**config.mk**
```make
export PLATFORM = sky130hd
export DESIGN_NAME = cpcr_regs
export DESIGN_NICKNAME = d
export VERILOG_FILES = /design/src/cpcr_regs.v
export VERILOG_INCLUDE_DIRS = /design/src
export SDC_FILE = /design/constraint.sdc
export NUM_CORES = 1
export LEC_CHECK = 0
export BUFFER_PORTS_ARGS = -buffer_cell sky130_fd_sc_hd__buf_2
export CORE_ASPECT_RATIO = 0.8
export CORE_MARGIN = 2
export CORE_UTILIZATION = 30
export CTS_CLUSTER_DIAMETER = 30
export DETAILED_ROUTE_END_ITERATION = 16
export GPL_TIMING_DRIVEN = 0
export SLEW_MARGIN = 40
export SYNTH_ARGS = -nofsm -noshare
export SYNTH_HDL_FRONTEND = slang
export SYNTH_SLANG_ARGS = --single-unit
```
**constraint.sdc**
```tcl
create_clock -name pclk -period 1.6 [get_ports pclk]
set_input_delay 0.16 -clock pclk [delete_from_list [all_inputs] [get_ports pclk]]
set_output_delay 0.16 -clock pclk [all_outputs]
set_load 0.005 [all_outputs]
```
**src/cpcr_map.vh**
```
`ifndef CPCR_MAP_VH
`define CPCR_MAP_VH

// Address map: paddr[11:8] region, paddr[7:5] port, paddr[4:2] register
`define CPCR_REGION_MSB 11
`define CPCR_REGION_LSB 8
`define CPCR_PORT_MSB 7
`define CPCR_PORT_LSB 5
`define CPCR_SEL_MSB 4
`define CPCR_SEL_LSB 2
`define CPCR_REGION_PORTS 4'h0
`define CPCR_REGION_GLOBAL 4'h1
`define CPCR_SEL_COH 3'h0
`define CPCR_SEL_SHR 3'h1
`define CPCR_SEL_RQOS 3'h2
`define CPCR_SEL_CTRL_OVR 3'h0
`define CPCR_SEL_SEC_ACC 3'h1

// Coherency control fields
`define CPCR_COH_DVM_SUP 31
`define CPCR_COH_SNP_SUP 30
`define CPCR_COH_DVM_EN 1
`define CPCR_COH_SNP_EN 0

// Control override and secure access fields
`define CPCR_OVR_SNP 0
`define CPCR_OVR_DVM 1
`define CPCR_SEC_NS_OK 0

// Shareability override field and values
`define CPCR_SHR_MSB 1
`define CPCR_SHR_LSB 0
`define CPCR_SHR_NONE 2'h0
`define CPCR_SHR_NONE_ALT 2'h1
`define CPCR_SHR_NON_SHARE 2'h2
`define CPCR_SHR_SHARE 2'h3

// Read priority override fields
`define CPCR_RQOS_MSB 3
`define CPCR_RQOS_LSB 0
`define CPCR_RQOS_LIVE_MSB 11
`define CPCR_RQOS_LIVE_LSB 8

// Transaction attribute encodings
`define CPCR_DOM_NON_SHARE 2'h0
`define CPCR_DOM_INNER 2'h1
`define CPCR_SNP_NOSNOOP 4'h0
`define CPCR_SNP_WR_LINE_UNIQUE 4'h1
`define CPCR_BURST_FIXED 2'h0

// Cycles after reset release before straps are taken
`define CPCR_STRAP_CYCLES 3'h4

`endif

```
**src/cpcr_regs.v**
```verilog
// Chosen here: the placing of the registers and register access over APB.
`timescale 1ns/10ps
`include "cpcr_map.vh"

module cpcr_regs #(
    parameter NPORT = 5, // All slave ports
    parameter NLITE = 3, // Lite ports occupy indices 0..NLITE-1
    parameter AW = 12 // APB address width
) (
    input wire pclk, // APB clock, 100 MHz
    input wire presetn, // Asynchronous reset, active low
    input wire psel, // APB select
    input wire penable, // APB enable
    input wire pwrite, // APB direction, 1 = write
    input wire [AW-1:0] paddr, // APB byte address
    input wire [31:0] pwdata, // APB write data
    input wire [2:0] pprot, // APB protection, bit 1 set = non-secure
    output reg [31:0] prdata, // APB read data
    output reg pready, // APB ready
    output reg pslverr, // APB error
    input wire [NPORT-1:0] snoop_channel_present_in, // Strap per port
    input wire [NPORT-1:0] priority_force_in, // Read priority force per port
    input wire [NPORT-1:0] rd_regulator_en_in, // Regulator active per port
    input wire [4*NPORT-1:0] rd_regulator_qos_in, // Regulator values
    input wire [4*NPORT-1:0] arqos_in, // Incoming read priorities
    output reg [4*NPORT-1:0] arqos_out, // Outgoing read priorities
    output reg [NPORT-1:0] snoop_enable_out, // Effective snoop enables
    output reg [NPORT-1:0] dvm_enable_out, // Effective DISTRIBUTED_VM_MAINTENANCE enables
    input wire [NLITE-1:0] txn_write_in, // Lite txn is a write
    input wire [2*NLITE-1:0] txn_domain_in, // Lite txn domain
    input wire [4*NLITE-1:0] txn_snoop_in, // Lite txn snoop type
    input wire [2*NLITE-1:0] txn_burst_in, // Lite txn burst type
    input wire [NLITE-1:0] txn_device_in, // Lite txn is device type
    input wire [NLITE-1:0] txn_barrier_in, // Lite txn is a barrier
    input wire [NLITE-1:0] txn_dvm_in, // Lite txn is a DISTRIBUTED_VM_MAINTENANCE message
    input wire [NLITE-1:0] txn_lock_in, // Lite txn is exclusive
    output reg [2*NLITE-1:0] txn_domain_out, // Rewritten domain
    output reg [4*NLITE-1:0] txn_snoop_out, // Rewritten snoop type
    output reg [NLITE-1:0] txn_lock_out, // Rewritten exclusive flag
    output reg [NLITE-1:0] txn_excl_okay_out // Answer exclusive with OKAY
);

////////////////////////////////////////////////////////////////////////////////
// Pin synchronisers

reg [2*NPORT-1:0] pin_s1_reg;
reg [2*NPORT-1:0] pin_s2_reg;
reg [2*NPORT-1:0] pin_s3_reg;
reg [2*NPORT-1:0] pin_lvl_reg;
reg [2:0] strap_cnt_reg;
reg strap_done_reg;
wire [NPORT-1:0] chan_present;
wire [NPORT-1:0] prio_force;

// A level only moves once two settled stages agree
always @(posedge pclk or negedge presetn) begin
    if (!presetn) begin
        pin_s1_reg <= {2*NPORT{1'b0}};
        pin_s2_reg <= {2*NPORT{1'b0}};
        pin_s3_reg <= {2*NPORT{1'b0}};
        pin_lvl_reg <= {2*NPORT{1'b0}};
    end else begin
        pin_s1_reg <= {priority_force_in, snoop_channel_present_in};
        pin_s2_reg <= pin_s1_reg;
        pin_s3_reg <= pin_s2_reg;
        pin_lvl_reg <= (pin_lvl_reg & (pin_s2_reg ^ pin_s3_reg))
            | (pin_s2_reg & ~(pin_s2_reg ^ pin_s3_reg));
    end
end

assign chan_present = pin_lvl_reg[NPORT-1:0];
assign prio_force = pin_lvl_reg[2*NPORT-1:NPORT];

////////////////////////////////////////////////////////////////////////////////
// Support straps, taken once the synchroniser has filled after reset

reg [NPORT-1:0] dvm_sup_reg;
reg [NPORT-1:0] snp_sup_reg;
wire [NPORT-1:0] full_mask;
genvar g;

generate
    for (g = 0; g < NPORT; g = g + 1) begin : g_mask
        assign full_mask[g] = (g >= NLITE);
    end
endgenerate

always @(posedge pclk or negedge presetn) begin
    if (!presetn) begin
        strap_cnt_reg <= 3'h0;
        strap_done_reg <= 1'b0;
        dvm_sup_reg <= {NPORT{1'b0}};
        snp_sup_reg <= {NPORT{1'b0}};
    end else if (!strap_done_reg) begin
        if (strap_cnt_reg == `CPCR_STRAP_CYCLES) begin
            strap_done_reg <= 1'b1;
            dvm_sup_reg <= chan_present;
            snp_sup_reg <= chan_present & full_mask;
        end else begin
            strap_cnt_reg <= strap_cnt_reg + 3'h1;
        end
    end
end

////////////////////////////////////////////////////////////////////////////////
// Register storage

reg [1:0] ctrl_ovr_reg;
reg ns_ok_reg;
reg [NPORT-1:0] snp_en_reg;
reg [NPORT-1:0] dvm_en_reg;
reg [2*NLITE-1:0] shr_reg;
reg [4*NPORT-1:0] rqos_reg;
wire [NPORT-1:0] dvm_eff;
wire [NPORT-1:0] snp_eff;

assign dvm_eff = dvm_sup_reg & {NPORT{~ctrl_ovr_reg[`CPCR_OVR_DVM]}};
assign snp_eff = snp_sup_reg & {NPORT{~ctrl_ovr_reg[`CPCR_OVR_SNP]}};

////////////////////////////////////////////////////////////////////////////////
// APB decode

wire [3:0] region;
wire [2:0] port_idx;
wire [2:0] sel;
wire port_ok;
wire lite_ok;
wire hit_coh;
wire hit_shr;
wire hit_rqos;
wire hit_ovr;
wire hit_sec;
wire secure_ok;
wire acc_err;
wire wr_fire;

assign region = paddr[`CPCR_REGION_MSB:`CPCR_REGION_LSB];
assign port_idx = paddr[`CPCR_PORT_MSB:`CPCR_PORT_LSB];
assign sel = paddr[`CPCR_SEL_MSB:`CPCR_SEL_LSB];
assign port_ok = (region == `CPCR_REGION_PORTS)
    && ({29'h0, port_idx} < NPORT);
assign lite_ok = port_ok && ({29'h0, port_idx} < NLITE);
assign hit_coh = port_ok && (sel == `CPCR_SEL_COH);
assign hit_shr = lite_ok && (sel == `CPCR_SEL_SHR);
assign hit_rqos = port_ok && (sel == `CPCR_SEL_RQOS);
assign hit_ovr = (region == `CPCR_REGION_GLOBAL)
    && (paddr[`CPCR_PORT_MSB:`CPCR_PORT_LSB] == 3'h0)
    && (sel == `CPCR_SEL_CTRL_OVR);
assign hit_sec = (region == `CPCR_REGION_GLOBAL)
    && (paddr[`CPCR_PORT_MSB:`CPCR_PORT_LSB] == 3'h0)
    && (sel == `CPCR_SEL_SEC_ACC);
assign secure_ok = !pprot[1] || ns_ok_reg;
// Blocked enable writes are silent; only bad addresses and denied
// secure accesses are reported
assign acc_err = !(hit_coh || hit_shr || hit_rqos || hit_ovr || hit_sec)
    || ((hit_shr || hit_rqos || hit_ovr) && !secure_ok)
    || (hit_sec && pprot[1]);
assign wr_fire = psel && penable && pready && pwrite && !acc_err;

////////////////////////////////////////////////////////////////////////////////
// Register writes

integer i;

always @(posedge pclk or negedge presetn) begin
    if (!presetn) begin
        ctrl_ovr_reg <= 2'h0;
        ns_ok_reg <= 1'b0;
        snp_en_reg <= {NPORT{1'b0}};
        dvm_en_reg <= {NPORT{1'b0}};
        shr_reg <= {2*NLITE{1'b0}};
        rqos_reg <= {4*NPORT{1'b0}};
    end else if (wr_fire) begin
        if (hit_ovr) begin
            ctrl_ovr_reg <= pwdata[`CPCR_OVR_DVM:`CPCR_OVR_SNP];
        end else if (hit_sec) begin
            ns_ok_reg <= pwdata[`CPCR_SEC_NS_OK];
        end else begin
            for (i = 0; i < NPORT; i = i + 1) begin
                if (port_idx == i[2:0]) begin
                    if (hit_coh && chan_present[i]) begin
                        if (snp_eff[i]) begin
                            snp_en_reg[i] <= pwdata[`CPCR_COH_SNP_EN];
                        end
                        if (dvm_eff[i]) begin
                            dvm_en_reg[i] <= pwdata[`CPCR_COH_DVM_EN];
                        end
                    end
                    if (hit_rqos) begin
                        rqos_reg[4*i +: 4] <=
                            pwdata[`CPCR_RQOS_MSB:`CPCR_RQOS_LSB];
                    end
                    if (hit_shr && i < NLITE) begin
                        shr_reg[2*i +: 2] <=
                            pwdata[`CPCR_SHR_MSB:`CPCR_SHR_LSB];
                    end
                end
            end
        end
    end
end

////////////////////////////////////////////////////////////////////////////////
// Read data, captured in the setup cycle so the bus outputs are flops

reg [31:0] rd_next;
integer r;

always @* begin
    rd_next = 32'h0;
    if (hit_ovr) begin
        rd_next[`CPCR_OVR_DVM:`CPCR_OVR_SNP] = ctrl_ovr_reg;
    end else if (hit_sec) begin
        rd_next[`CPCR_SEC_NS_OK] = ns_ok_reg;
    end else begin
        for (r = 0; r < NPORT; r = r + 1) begin
            if (port_idx == r[2:0]) begin
                if (hit_coh) begin
                    rd_next[`CPCR_COH_DVM_SUP] = dvm_eff[r];
                    rd_next[`CPCR_COH_SNP_SUP] = snp_eff[r];
                    rd_next[`CPCR_COH_DVM_EN] = dvm_en_reg[r]
                        & dvm_eff[r];
                    rd_next[`CPCR_COH_SNP_EN] = snp_en_reg[r]
                        & snp_eff[r];
                end
                if (hit_rqos) begin
                    rd_next[`CPCR_RQOS_MSB:`CPCR_RQOS_LSB] =
                        rqos_reg[4*r +: 4];
                    if (prio_force[r] && rd_regulator_en_in[r]) begin
                        rd_next[`CPCR_RQOS_LIVE_MSB:`CPCR_RQOS_LIVE_LSB] =
                            rd_regulator_qos_in[4*r +: 4];
                    end
                end
                if (hit_shr && r < NLITE) begin
                    rd_next[`CPCR_SHR_MSB:`CPCR_SHR_LSB] =
                        shr_reg[2*r +: 2];
                end
            end
        end
    end
    if (acc_err) begin
        rd_next = 32'h0;
    end
end

// One wait-free answer: pready rises in the first access cycle
always @(posedge pclk or negedge presetn) begin
    if (!presetn) begin
        prdata <= 32'h0;
        pready <= 1'b0;
        pslverr <= 1'b0;
    end else if (psel && !penable) begin
        prdata <= pwrite ? 32'h0 : rd_next;
        pready <= 1'b1;
        pslverr <= acc_err;
    end else begin
        pready <= 1'b0;
        pslverr <= 1'b0;
    end
end

////////////////////////////////////////////////////////////////////////////////
// Transaction attribute rewrite for lite ports

// Returns {excl_okay, lock, snoop[3:0], domain[1:0]}
function [7:0] cpcr_rewrite;
    input [1:0] mode;
    input wr;
    input [1:0] dom;
    input [3:0] snp;
    input [1:0] burst;
    input dev;
    input bar;
    input distributed_vm_maintenance;
    input lock;
    reg normal;
    begin
        normal = (burst != `CPCR_BURST_FIXED) && !dev && !bar && !distributed_vm_maintenance;
        cpcr_rewrite = {1'b0, lock, snp, dom};
        if (normal && mode == `CPCR_SHR_NON_SHARE) begin
            cpcr_rewrite[1:0] = `CPCR_DOM_NON_SHARE;
            if (wr && snp == `CPCR_SNP_WR_LINE_UNIQUE) begin
                cpcr_rewrite[5:2] = `CPCR_SNP_NOSNOOP;
            end
        end else if (normal && mode == `CPCR_SHR_SHARE) begin
            // Nosnoop codes stay; the shareable domain turns them into
            // ReadOnce and WriteUnique
            cpcr_rewrite[1:0] = `CPCR_DOM_INNER;
            cpcr_rewrite[6] = 1'b0;
            cpcr_rewrite[7] = lock && wr;
        end
    end
endfunction

reg [8*NLITE-1:0] rw_next;
integer t, u;

always @* begin
    rw_next = {8*NLITE{1'b0}};
    for (t = 0; t < NLITE; t = t + 1) begin
        rw_next[8*t +: 8] = cpcr_rewrite(shr_reg[2*t +: 2],
            txn_write_in[t], txn_domain_in[2*t +: 2], txn_snoop_in[4*t +: 4],
            txn_burst_in[2*t +: 2], txn_device_in[t], txn_barrier_in[t],
            txn_dvm_in[t], txn_lock_in[t]);
    end
end

always @(posedge pclk or negedge presetn) begin
    if (!presetn) begin
        txn_domain_out <= {2*NLITE{1'b0}};
        txn_snoop_out <= {4*NLITE{1'b0}};
        txn_lock_out <= {NLITE{1'b0}};
        txn_excl_okay_out <= {NLITE{1'b0}};
    end else begin
        for (u = 0; u < NLITE; u = u + 1) begin
            txn_domain_out[2*u +: 2] <= rw_next[8*u +: 2];
            txn_snoop_out[4*u +: 4] <= rw_next[8*u+2 +: 4];
            txn_lock_out[u] <= rw_next[8*u+6];
            txn_excl_okay_out[u] <= rw_next[8*u+7];
        end
    end
end

////////////////////////////////////////////////////////////////////////////////
// Read priority and enable outputs

integer q;

always @(posedge pclk or negedge presetn) begin
    if (!presetn) begin
        arqos_out <= {4*NPORT{1'b0}};
        snoop_enable_out <= {NPORT{1'b0}};
        dvm_enable_out <= {NPORT{1'b0}};
    end else begin
        snoop_enable_out <= snp_en_reg & snp_eff;
        dvm_enable_out <= dvm_en_reg & dvm_eff;
        for (q = 0; q < NPORT; q = q + 1) begin
            if (prio_force[q] && !rd_regulator_en_in[q]) begin
                arqos_out[4*q +: 4] <= rqos_reg[4*q +: 4];
            end else begin
                arqos_out[4*q +: 4] <= arqos_in[4*q +: 4];
            end
        end
    end
end

endmodule // cpcr_regs

```
==> results of run 1 <==
-- how the worst min path moves through the flow --
stage	start	end	slack [ns]	cells after the start
5_1_grt	pwdata[0]	rqos_reg[0]$_DFFE_PN0P_	0.03	2
2_1_floorplan	presetn	async pin	-0.14	0
4_1_cts	pwdata[0]	rqos_reg[0]$_DFFE_PN0P_	0.007	2
3_5_place_dp	presetn	pin_s1_reg[0]$_DFF_PN0_	-0.01	1
3_3_place_gp	priority_force_in[2]	pin_s1_reg[7]$_DFF_PN0_	0.27	1
6_report	pwdata[0]	rqos_reg[0]$_DFFE_PN0P_	0.03	2
-- timing repair --
| item | in CTS | in global routing |
|---|---|---|
| hold buffers | 55 | 0 |
| resized for setup | 16 | 48 |
| pin swaps | 6 | 14 |
| endpoints found under the hold margin | 133 | 0 |
| endpoints found under the setup margin | 44 | 42 |
| setup buffers | 7 | 14 |
-- per-layer routing --
| metal | vias up | routed length [um] | share of wire, % | track usage, % |
|---|---|---|---|---|
| met4 | 4 | 333 | 1.9 | 5.268 |
| met5 | - | 30 | 0.17 | 0 |
| met1 | 2420 | 8206 | 47 | 22.27 |
| li1 | 2353 | - | - | - |
| met3 | 29 | 1036 | 5.9 | 4.574 |
| met2 | 171 | 7969 | 45 | 24.01 |
-- per-stage QoR --
stage	area (sq um)	util (%)	hold WS (ns)	worst slack [ns]
2_1_floorplan	6484	-	-0.1356	-0.2970
3_3_place_gp	7686	37.13	0.2689	-1.848
5_1_grt	9353	45.18	0.02654	-0.2196
4_1_cts	9071	43.82	0.007016	-0.1375
3_5_place_dp	7751	37.45	-0.01431	-0.8069
6_report	9353	45.18	0.02761	-0.2081
-- kinds of logic (layout without fill, tap and decap cells) --
family	count (synthesis)	in the layout	synth area share (%)
DFF	148	148	58.44
muxes	69	69	12.99
and+or+nand+nor	144	144	13.25
adders and majority gates	12	12	1.974
AOI/OAI and AO/OA	66	66	7.049
buffers and inverters	65	346	5.962
other	1	25	0.05917
xor gates and xnor gates	2	2	0.2765
-- layout by cell type, fill, tap and decap left out, drive strengths merged, types with 4 or more instances in the layout --
master	instances
o21ai	13
nor3	9
dfrtp	148
inv	16
a31oi	6
clkbuf	35
nor4b	6
nor3b	5
a22oi	5
mux2i	5
mux2	62
maj3	10
nor2	23
nor4	6
buf	230
nand3	7
a21oi	16
nand4	23
clkinv	4
dlygate4sd3	55
and3	4
bufinv	4
nand2b	8
o21a	5
nor2b	4
conb	25
nand2	33
-- power by group through the flow --
stage / clock network (mW) / logic [mW] / registers [mW]
after floorplan: 0 / 0.291 / 4.02
after global placement: 0 / 0.656 / 4.02
after detailed placement: 0 / 0.681 / 4.02
after CTS: 4.45 / 0.807 / 3.95
after global routing: 4.62 / 0.945 / 3.97
final: 4.31 / 0.860 / 3.95
-- layout make-up --
| class | count | area share [%] |
|---|---|---|
| Sequential cell | 148 | 39.60 |
| Timing Repair Buffer | 251 | 17.93 |
| Clock inverter | 13 | 2.100 |
| Tap cell | 269 | 3.599 |
| Clock buffer | 19 | 4.736 |
| Inverter | 13 | 0.5217 |
| Buffer | 50 | 3.813 |
| Multi-Input combinational cell | 318 | 27.71 |
==> metrics.md, run 1 <==
| Metric | Value |
|---|---|
| Fmax achieved | around 550 MHz |
| Clk slew on worst S/H paths | about 0.06 ns |
| Root buffer cell | clkbuf_16 |
| P_sw | 2.100 mW |
| Crit path buf inv count | 2 |
| Worst Path Required | around 1.9 ns |
| Path category of the worst min-delay check | input port to flop |
| R2R Setup Slk | -0.13 ns |
| Vias | 4977 |
| Setup ws final | -0.2081 ns |
| Final Hold Viols | 0 |
| Startpoint types | input port |
| Rows | 47 |
| Async set-reset flop share out of synthesis | between 90% and 100% |
| Layout cells sized above 1 | about 44% |
| Switching Share | 23.02% |
| PwrDens | about 1000 mW/mm^2 |
| First-pass GRT wire length | 27500 um |
| Initial antenna violation count | 2 |
| FF+latch count, synth | between 100 and 150 |
| GRT Total Usage | about 16% |
| DR pass1 iterations | 5 |
| Main area contributors after synthesis | dfrtp_1, mux2_2, buf_4, nand4_1, nand2_1 |
| Maximum vdd drop | approximately 0.53 mV |
| WP data arrival | between 2 and 2.5 ns |
| DRC Markers | 0 |
| Num ports | 234 |
| Failing checks | setup timing |
| Commonest cells in the netlist | dfrtp_1, mux2_2, nand2_1 |
| Crit Path Max Fanout | 5 |
| R2r startpoint | pready$_DFF_PN0_ |
| Die X | ~170 um |
| Worst setup path category | input port to flop |
| Setup Skew | 0.008080 ns |
| Static leakage | about 4.5 nW |
| FF/Latch Area | between 0.003 and 0.004 sq mm |
| CP Capture Type | flop |
| Pwr Total | about 9 mW |
| Synth Instances | 507 |
| Clock sink total | between 100 and 150 |
| # Max-Cap Violations | 0 |
| Die ar. | around 0.022 sq mm |
| Fin cells | roughly 1100 |
| Vias/cell | 4.604 |
| Post-Route WL | 17580 um |
| Placed insts | around 980 |
| Period Utilization, post-route | 113.0% |
| I/O Buffers | about 170 |
| Dpl hpwl | 12420 um |
| Syn avg cell area | about 12 sq um |
| Crit path capture | shr_reg[5]$_DFFE_PN0P_ |
| Synth Warn # | 0 |
| Cell internal pwr | about 7.0 mW |
| Multi-input gate area in the final layout | about 0.0026 sq mm |
| Final-stage net count | about 950 |
| Mapped cell area | ~0.0063 sq mm |
| Vias in the first global route | between 5000 and 6000 |
| Total stage count of the critical path | 8 |
| Area growth, synth to finish | 47.58% |
| CTS tree | built |
| Worst-Margin Slew | slightly below 0.6 ns |
| Min Clock Period, post-route | approximately 1.8 ns |
| Relative slew slack | about three fifths |
| Pin count of the biggest net entering global routing | 70 |
| Antenna diodes | 0 |
| Critical path's top delay family | simple AND/OR/NAND/NOR gates |
| Core area | slightly above 0.02 sq mm |
| Gr ovfl total | 0 |
| Critical-path top delay cell | o311a_1 |
| Sequential cell fraction of total power | ~43% |
| Yosys top cell by area | dfrtp_1 |
| Yosys cell types | 62 |
| H-tree levels | 4 |
| Proportion of netlist area held by the largest area contributor | about three fifths |
| Gate power share | a little under a tenth |
| CTS max path bufs | 2 |
| CP startpoint | paddr[2] |
| Max incr delay on CP | around 0.43 ns |
| Die Ht | between 100 and 150 um |
| Final setup TNS | -2.581 ns |
| Slew Viols, Final | 0 |
| Status | finished, violations left |
| Post-synth EDFFs | 0 |
| Clock group share of total power | about 47% |
| Unrepaired setup endpoints after global routing | yes |
| FF-to-FF End | shr_reg[5]$_DFFE_PN0P_ |
| Worst Reg-to-Reg Cells | 4 |
| Detail Route Antenna Nets | 0 |
| CP cell instances | buf_12, buf_8, nor4b_4, nor4_2, o311a_1, nor3_4, nand4_1, mux2_4 |
| Final GP Congestion | 0.8939 |
| Worst-Skew Late Latency | 0.42 ns |
| Top FF cell, synth | dfrtp_1 |
| Total CTS buffers | 17 |
| Initial Util | between 30% and 40% |
| WL per Instance | 16.26 um |
| Iter 0 DRT Violations | ~260 |
| Most frequent cell after synthesis | dfrtp_1 |
| Fillers | 1921 |
| Fraction of the yosys area taken by sequential cells | ~60% |
| Final setup violation count | 25 |
(Power assumes the default switching activity.)
==> inputs of run 2 (changes only) <==
Settings changed: HOLD_SLACK_MARGIN set to 0.02, REMOVE_ABC_BUFFERS set to 1.
==> run 2 against run 1 <==
The run still ends with setup timing left. Fmax is 3.2% higher. Count of clock-buffer cells in the layout is 1 higher. Die area unchanged. Setup slack improved by 0.055 ns. Flip-flop and latch count stayed put. Critical path depth shrank 2. Core utilization decreased by 1.6 points. Final cell count down 4.0%. Largest cell class unchanged.
==> metrics.md, run 2 (synthesis gave the netlist of run 1 again) <==
| Metric | Value |
|---|---|
| Die ar. | 0.02231 sq mm (unchanged) |
| WHS Path Cells | 3 (+1) |
| CTS tree | built |
| Setup ws final | -0.1527 ns (+0.05547 ns) |
| PwrDens | 1014 mW/mm^2 (+4.0%) |
| Unrepaired setup endpoints after global routing | yes |
| Gate power share | 8.5% (-0.9 points) |
| Vias in the first global route | 4972 (-1.0%) |
| DRC Markers | 0 (unchanged) |
| WP data arrival | 2.05 ns (-0.07 ns) |
| Worst Hold Launch | txn_burst_in[4] |
| CTS max path bufs | 2 (unchanged) |
| Crit Path Max Fanout | 5 (unchanged) |
| H-tree levels | 4 (unchanged) |
| Die X | 166.5 um (unchanged) |
| Relative slew slack | 61.98% (+1.2 points) |
| Final setup TNS | -1.867 ns (+0.7141 ns) |
| Worst Reg-to-Reg Cells | 6 (+2) |
| Most frequent cells in the layout | buf_2, dfrtp_1, dlygate4sd3_1, mux2_2, nand2_1 |
| Switching Share | 21.42% (-1.6 points) |
| FF-to-FF End | shr_reg[4]$_DFFE_PN0P_ |
| First-pass GRT wire length | 27270 um (-0.85%) |
| Vias | 4932 (-0.90%) |
| Final-stage net count | 906 (-4.3%) |
| Total CTS buffers | 17 (unchanged) |
| Status | finished, violations left |
| Antenna diodes | 0 (unchanged) |
| Rows | 47 (unchanged) |
| Die Ht | 134 um (unchanged) |
| CP Capture Type | flop |
| Detail Route Antenna Nets | 0 (unchanged) |
| Initial antenna violation count | 1 (-1) |
| Iter 0 DRT Violations | 313 (+22%) |
| Startpoint types | flop |
| R2R Setup Slk | -0.15 ns (-0.02 ns) |
| Min Clock Period, post-route | 1.753 ns (-0.05547 ns) |
| Sequential cell fraction of total power | 43.2% (about the same) |
| Clock sink total | 148 (unchanged) |
| Layout cells sized above 1 | 42.00% (-2.5 points) |
| # Max-Cap Violations | 0 (unchanged) |
| Num ports | 234 (unchanged) |
| Gr ovfl total | 0 (unchanged) |
| Worst setup path category | flop to flop |
| Cell internal pwr | 7.195 mW (+2.4%) |
| Final Hold Viols | 0 (unchanged) |
| WHS | 0.08742 ns (+0.05981 ns) |
| GRT Total Usage | 15.87% (-0.10 points) |
| Hold endpoint | txn_domain_out[5]$_DFF_PN0_ |
| Fmax achieved | 570.6 MHz (+3.2%) |
| Slew Viols, Final | 0 (unchanged) |
| Failing checks | setup timing |
| Fin util | 43.62% (-1.6 points) |
| I/O Buffers | 176 (+1.7%) |
| Post-Route WL | 17520 um (-0.34%) |
| Area growth, synth to finish | 42.49% |
| DR pass1 iterations | 4 (-1) |
| Vias/cell | 4.751 (+3.2%) |
| Clock group share of total power | 48.2% (+1.0 points) |
| P_sw | 1.961 mW (-6.6%) |
| Clk slew on worst S/H paths | 0.06 ns (about the same) |
| Path category of the worst min-delay check | input port to flop |
| Period Utilization, post-route | 109.5% (-3.5 points) |
| Most common cell after layout, fill and taps aside | buf_2 |
| Final GP Congestion | 0.8641 (-3.3%) |
| Root buffer cell | clkbuf_16 |
| R2r startpoint | ns_ok_reg$_DFFE_PN0P_ |
| Final setup violation count | 33 (+32%) |
| WL per Instance | 16.88 um (+3.8%) |
| Pre-CTS setup slack | -1.071 ns (-0.2642 ns) |
| Pin count of the biggest net entering global routing | 72 (+2.9%) |
| Initial Util | 30.62% (unchanged) |
| Maximum vdd drop | 0.5246 mV (-1.9%) |
| Core area | 0.02070 sq mm (unchanged) |
| Worst-Margin Slew | 0.5678 ns (-0.02008 ns) |
| Worst-Skew Late Latency | 0.42 ns (about the same) |
| Static leakage | 4.284 nW (-4.0%) |
| Setup Skew | 0.008874 ns (+0.0007931 ns) |
| Dpl hpwl | 12190 um (-1.8%) |
| Worst Path Required | 1.90 ns (about the same) |
-- run 2: area by class of cell --
class	count	area, sq um
multi-input cells	318	2527
inverters	13	48.80
fillers	1937	11670
flip-flops and latches	148	3705
well taps	269	336.6
clock buffers	20	436.7
clock inverters	10	206.4
repair buffers	260	1769
-- run 2: worst max-delay path by stage --
stage,slack (ns),end,depth (start not counted),start
global route,-0.18,shr_reg[4]$_DFFE_PN0P_,6,ns_ok_reg$_DFFE_PN0P_
floorplan,-0.64,shr_reg[0]$_DFFE_PN0P_,6,paddr[8]
finish,-0.15,shr_reg[4]$_DFFE_PN0P_,6,ns_ok_reg$_DFFE_PN0P_
detailed placement,-1.07,shr_reg[4]$_DFFE_PN0P_,7,paddr[8]
CTS,-0.13,shr_reg[4]$_DFFE_PN0P_,6,ns_ok_reg$_DFFE_PN0P_
global placement,-1.87,txn_domain_out[0]$_DFF_PN0_,1,presetn
-- run 2: what timing repair did --
action | 4_1_cts | 5_1_grt
pin swaps | 7 | 9
setup buffers | 9 | 16
setup endpoints to repair | 46 | 41
hold buffers | 58 | 0
endpoints found under the hold margin | 138 | 0
gates resized for setup | 29 | 29
-- run 2: critical path, stage by stage, from the launching register on --
cell,delay (ns)
dfrtp_1,0.36
nand2b_4,0.14
o211a_4,0.19
a31oi_4,0.05
nor3_4,0.27
nand4_1,0.25
mux2_4,0.38
-- run 2: power groups by stage --
stage | combinational [mW] | clock (mW) | sequential [mW]
2_1_floorplan | 0.190 | 0 | 4.02
3_5_place_dp | 0.612 | 0 | 4.02
4_1_cts | 0.752 | 4.53 | 3.95
6_report | 0.782 | 4.42 | 3.96
5_1_grt | 0.858 | 4.71 | 3.97
3_3_place_gp | 0.582 | 0 | 4.02
-- run 2: through the flow --
| step | std cells | instance area, sq um | power (mW) |
|---|---|---|---|
| 2_1_floorplan | 479 | 6098 | 4.207 |
| 3_3_place_gp | 924 | 7316 | 4.603 |
| 3_5_place_dp | 926 | 7395 | 4.635 |
| 4_1_cts | 1023 | 8800 | 9.240 |
| 5_1_grt | 1038 | 9030 | 9.537 |
| 6_report | 1038 | 9030 | 9.156 |
-- run 2: layer usage --
layer / wire, um / track usage (%) / vias to the layer above
li1: - / - / 2273
met1: 7944 / 21.48 / 2423
met2: 7977 / 24.56 / 210
met3: 1276 / 4.780 / 24
met4: 306 / 5.077 / 2
met5: 13 / 0 / -
==> inputs of run 3 (changes only) <==
Settings changed: REMOVE_ABC_BUFFERS 1 to not set.
==> run 3 against run 2 <==
The flow still finishes with violations (setup timing). Non-clock buffer count rose by 43. Hold slack got worse by 0.051 ns. Setup slack got worse by 0.043 ns. Final cell count is 4.3% higher. Critical path depth increased by 2. Register-to-register slack better by 0.02 ns. Die area unchanged. Power fell by 0.31%. Critical path type is now input port to flop. Critical endpoint is now shr_reg[5]$_DFFE_PN0P_. Highest routed layer unchanged.
==> metrics.md, run 3 (synthesis gave the netlist of run 1 again) <==
| Metric | Value |
|---|---|
| Status | finished, violations left |
| Failing checks | setup timing |
| Placed insts | 975 (+5.3%) |
| Period Utilization, post-route | 112.2% (+2.7 points) |
| Most frequent cells in the layout | buf_2, dfrtp_1, dlygate4sd3_1, buf_4, mux2_2 |
| Total CTS buffers | 17 (unchanged) |
| Sequential cell fraction of total power | 43.3% (about the same) |
| Pin count of the biggest net entering global routing | 70 (-2.8%) |
| I/O Buffers | 173 (-1.7%) |
| CTS tree | built |
| Unrepaired setup endpoints after global routing | yes |
| Min Clock Period, post-route | 1.796 ns (+0.04330 ns) |
| Fin cells | 1083 (+4.3%) |
| Static leakage | 4.475 nW (+4.5%) |
| Most common cell after layout, fill and taps aside | buf_2 |
| Fin util | 45.30% (+1.7 points) |
| Die Ht | 134 um (unchanged) |
| Crit Path Max Fanout | 5 (unchanged) |
| Root buffer cell | clkbuf_16 |
| GRT Total Usage | 15.97% (+0.10 points) |
| Core area | 0.02070 sq mm (unchanged) |
| DR pass1 iterations | 5 (+1) |
| Final GP Congestion | 0.8939 (+3.4%) |
| Layout cells sized above 1 | 44.47% (+2.5 points) |
| H-tree levels | 4 (unchanged) |
| Post-Route WL | 17590 um (+0.39%) |
| DRC Markers | 0 (unchanged) |
| Worst Reg-to-Reg Cells | 4 (-2) |
| Initial antenna violation count | 1 (unchanged) |
| Max incr delay on CP | 0.43 ns (+0.05 ns) |
| Die X | 166.5 um (unchanged) |
| CP cell instances | buf_12, buf_8, nor4b_4, nor4_2, o311a_1, nor3_4, nand4_1, mux2_4 |
| # Max-Cap Violations | 0 (unchanged) |
| Critical-path top delay cell | o311a_1 |
| First-pass GRT wire length | 27520 um (+0.94%) |
| Vias/cell | 4.592 (-3.4%) |
| Iter 0 DRT Violations | 244 (-22%) |
| Worst Path Required | 1.91 ns (about the same) |
| PwrDens | 973.5 mW/mm^2 (-4.0%) |
| Final setup violation count | 24 (-27%) |
| Clk slew on worst S/H paths | 0.06 ns (about the same) |
| Clock sink total | 148 (unchanged) |
| Initial Util | 30.62% (unchanged) |
| Path category of the worst min-delay check | input port to flop |
| Final-stage net count | 949 (+4.7%) |
| Total stage count of the critical path | 8 (+2) |
| Startpoint types | input port |
| Setup ws final | -0.1960 ns (-0.04330 ns) |
| Crit path buf inv count | 2 (+2) |
| Gate power share | 9.5% (+1.0 points) |
| Maximum vdd drop | 0.5336 mV (+1.7%) |
| WL per Instance | 16.24 um (-3.8%) |
| Num ports | 234 (unchanged) |
| P_sw | 2.102 mW (+7.2%) |
| Worst-Skew Late Latency | 0.42 ns (about the same) |
| Clock group share of total power | 47.2% (-1.0 points) |
| WHS Path Cells | 3 (unchanged) |
| CTS max path bufs | 2 (unchanged) |
| Setup Skew | 0.009204 ns (+0.0003304 ns) |
| Detail Route Antenna Nets | 0 (unchanged) |
| Switching Share | 23.03% (+1.6 points) |
| Critical path's top delay family | simple AND/OR/NAND/NOR gates |
| Relative slew slack | 60.73% (-1.3 points) |
| WP data arrival | 2.11 ns (+0.06 ns) |
| Final Hold Viols | 0 (unchanged) |
| Area growth, synth to finish | 47.96% |
| Pre-CTS setup slack | -0.8069 ns (+0.2642 ns) |
| Cell internal pwr | 7.026 mW (-2.3%) |
| Worst setup path category | input port to flop |
| Antenna diodes | 0 (unchanged) |
| Vias | 4973 (+0.83%) |
| CP Capture Type | flop |
| Rows | 47 (unchanged) |
| Die ar. | 0.02231 sq mm (unchanged) |
| Fmax achieved | 556.8 MHz (-2.4%) |
| Vias in the first global route | 5044 (+1.4%) |
| Gr ovfl total | 0 (unchanged) |
| Dpl hpwl | 12420 um (+1.9%) |
| Worst-Margin Slew | 0.5891 ns (+0.02133 ns) |
| Slew Viols, Final | 0 (unchanged) |
==> run 3: cell count changes in the layout (fill, tap and decap cells not counted), moves of 3 or more <==
cell      previous run  this run
clkinv_4             1         4
buf_4               22        47
inv_6                0         3
clkbuf_1             3        14
nor4b_2              3         0
nor4b_4              0         3
buf_6                2         5
buf_8                1         5
==> run 3: routing by layer <==
metal	up-vias	track usage, %	part of all wire [%]
met5	-	0	0.091
met4	2	5.268	1.8
met3	26	4.485	6.2
met2	175	24.06	46
met1	2408	22.29	46
li1	2362	-	-
==> run 3: metrics by stage <==
stage / setup TNS (ns) / cell area [sq um] / hold slack, ns / total power, mW
2_1_floorplan: -7.766 / 6484 / -0.1356 / 4.308
3_3_place_gp: -298.42 / 7686 / 0.2689 / 4.676
3_5_place_dp: -26.77 / 7751 / -0.01431 / 4.702
4_1_cts: -2.176 / 9091 / 0.02519 / 9.211
5_1_grt: -4.474 / 9376 / 0.04942 / 9.535
6_report: -2.493 / 9376 / 0.03663 / 9.128
==> run 3: what timing repair did <==
item / 4_1_cts / 5_1_grt
endpoints found under the setup margin: 44 / 42
pin swaps: 6 / 14
gates resized for setup: 16 / 49
hold endpoints to repair: 136 / 0
hold buffers: 57 / 0
buffers inserted: 7 / 14
==> run 3: worst register-to-register path, delay by kind of cell, from the launching register on <==
family,cells,cell delay (ns)
and+or+nand+nor,3,0.90
muxes,1,0.35
DFF,1,0.35
==> run 3: worst paths after layout <==
| path | startpoint | end | slack, ns |
|---|---|---|---|
| worst max-delay path | paddr[2] | shr_reg[5]$_DFFE_PN0P_ | -0.20 |
| worst min-delay path | rd_regulator_qos_in[16] | prdata[8]$_DFFE_PN0P_ | 0.04 |
| worst max register to register | pready$_DFF_PN0_ | shr_reg[5]$_DFFE_PN0P_ | -0.13 |
| worst min register to register | pin_s1_reg[7]$_DFF_PN0_ | pin_s2_reg[7]$_DFF_PN0_ | 0.35 |
| max in group asynchronous | presetn | arqos_out[17]$_DFF_PN0_ | 0.57 |
| min in group asynchronous | presetn | pin_s1_reg[0]$_DFF_PN0_ | 0.13 |
==> run 3: area by class of cell <==
| class | instances | area (sq um) |
|---|---|---|
| plain buffers | 50 | 356.6 |
| clock buffers | 19 | 442.9 |
| clock inverters | 13 | 196.4 |
| fillers | 1920 | 11320 |
| inverters | 13 | 48.80 |
| multi-input cells | 318 | 2595 |
| flip-flops and latches | 148 | 3704 |
| well taps | 269 | 336.6 |
| repair buffers | 253 | 1697 |
==> run 3: power groups by stage <==
stage / clock [mW] / sequential [mW] / combinational (mW)
final: 4.31 / 3.95 / 0.863
after global routing: 4.62 / 3.97 / 0.949
after CTS: 4.45 / 3.95 / 0.810
after detailed placement: 0 / 4.02 / 0.681
after global placement: 0 / 4.02 / 0.656
after floorplan: 0 / 4.02 / 0.291
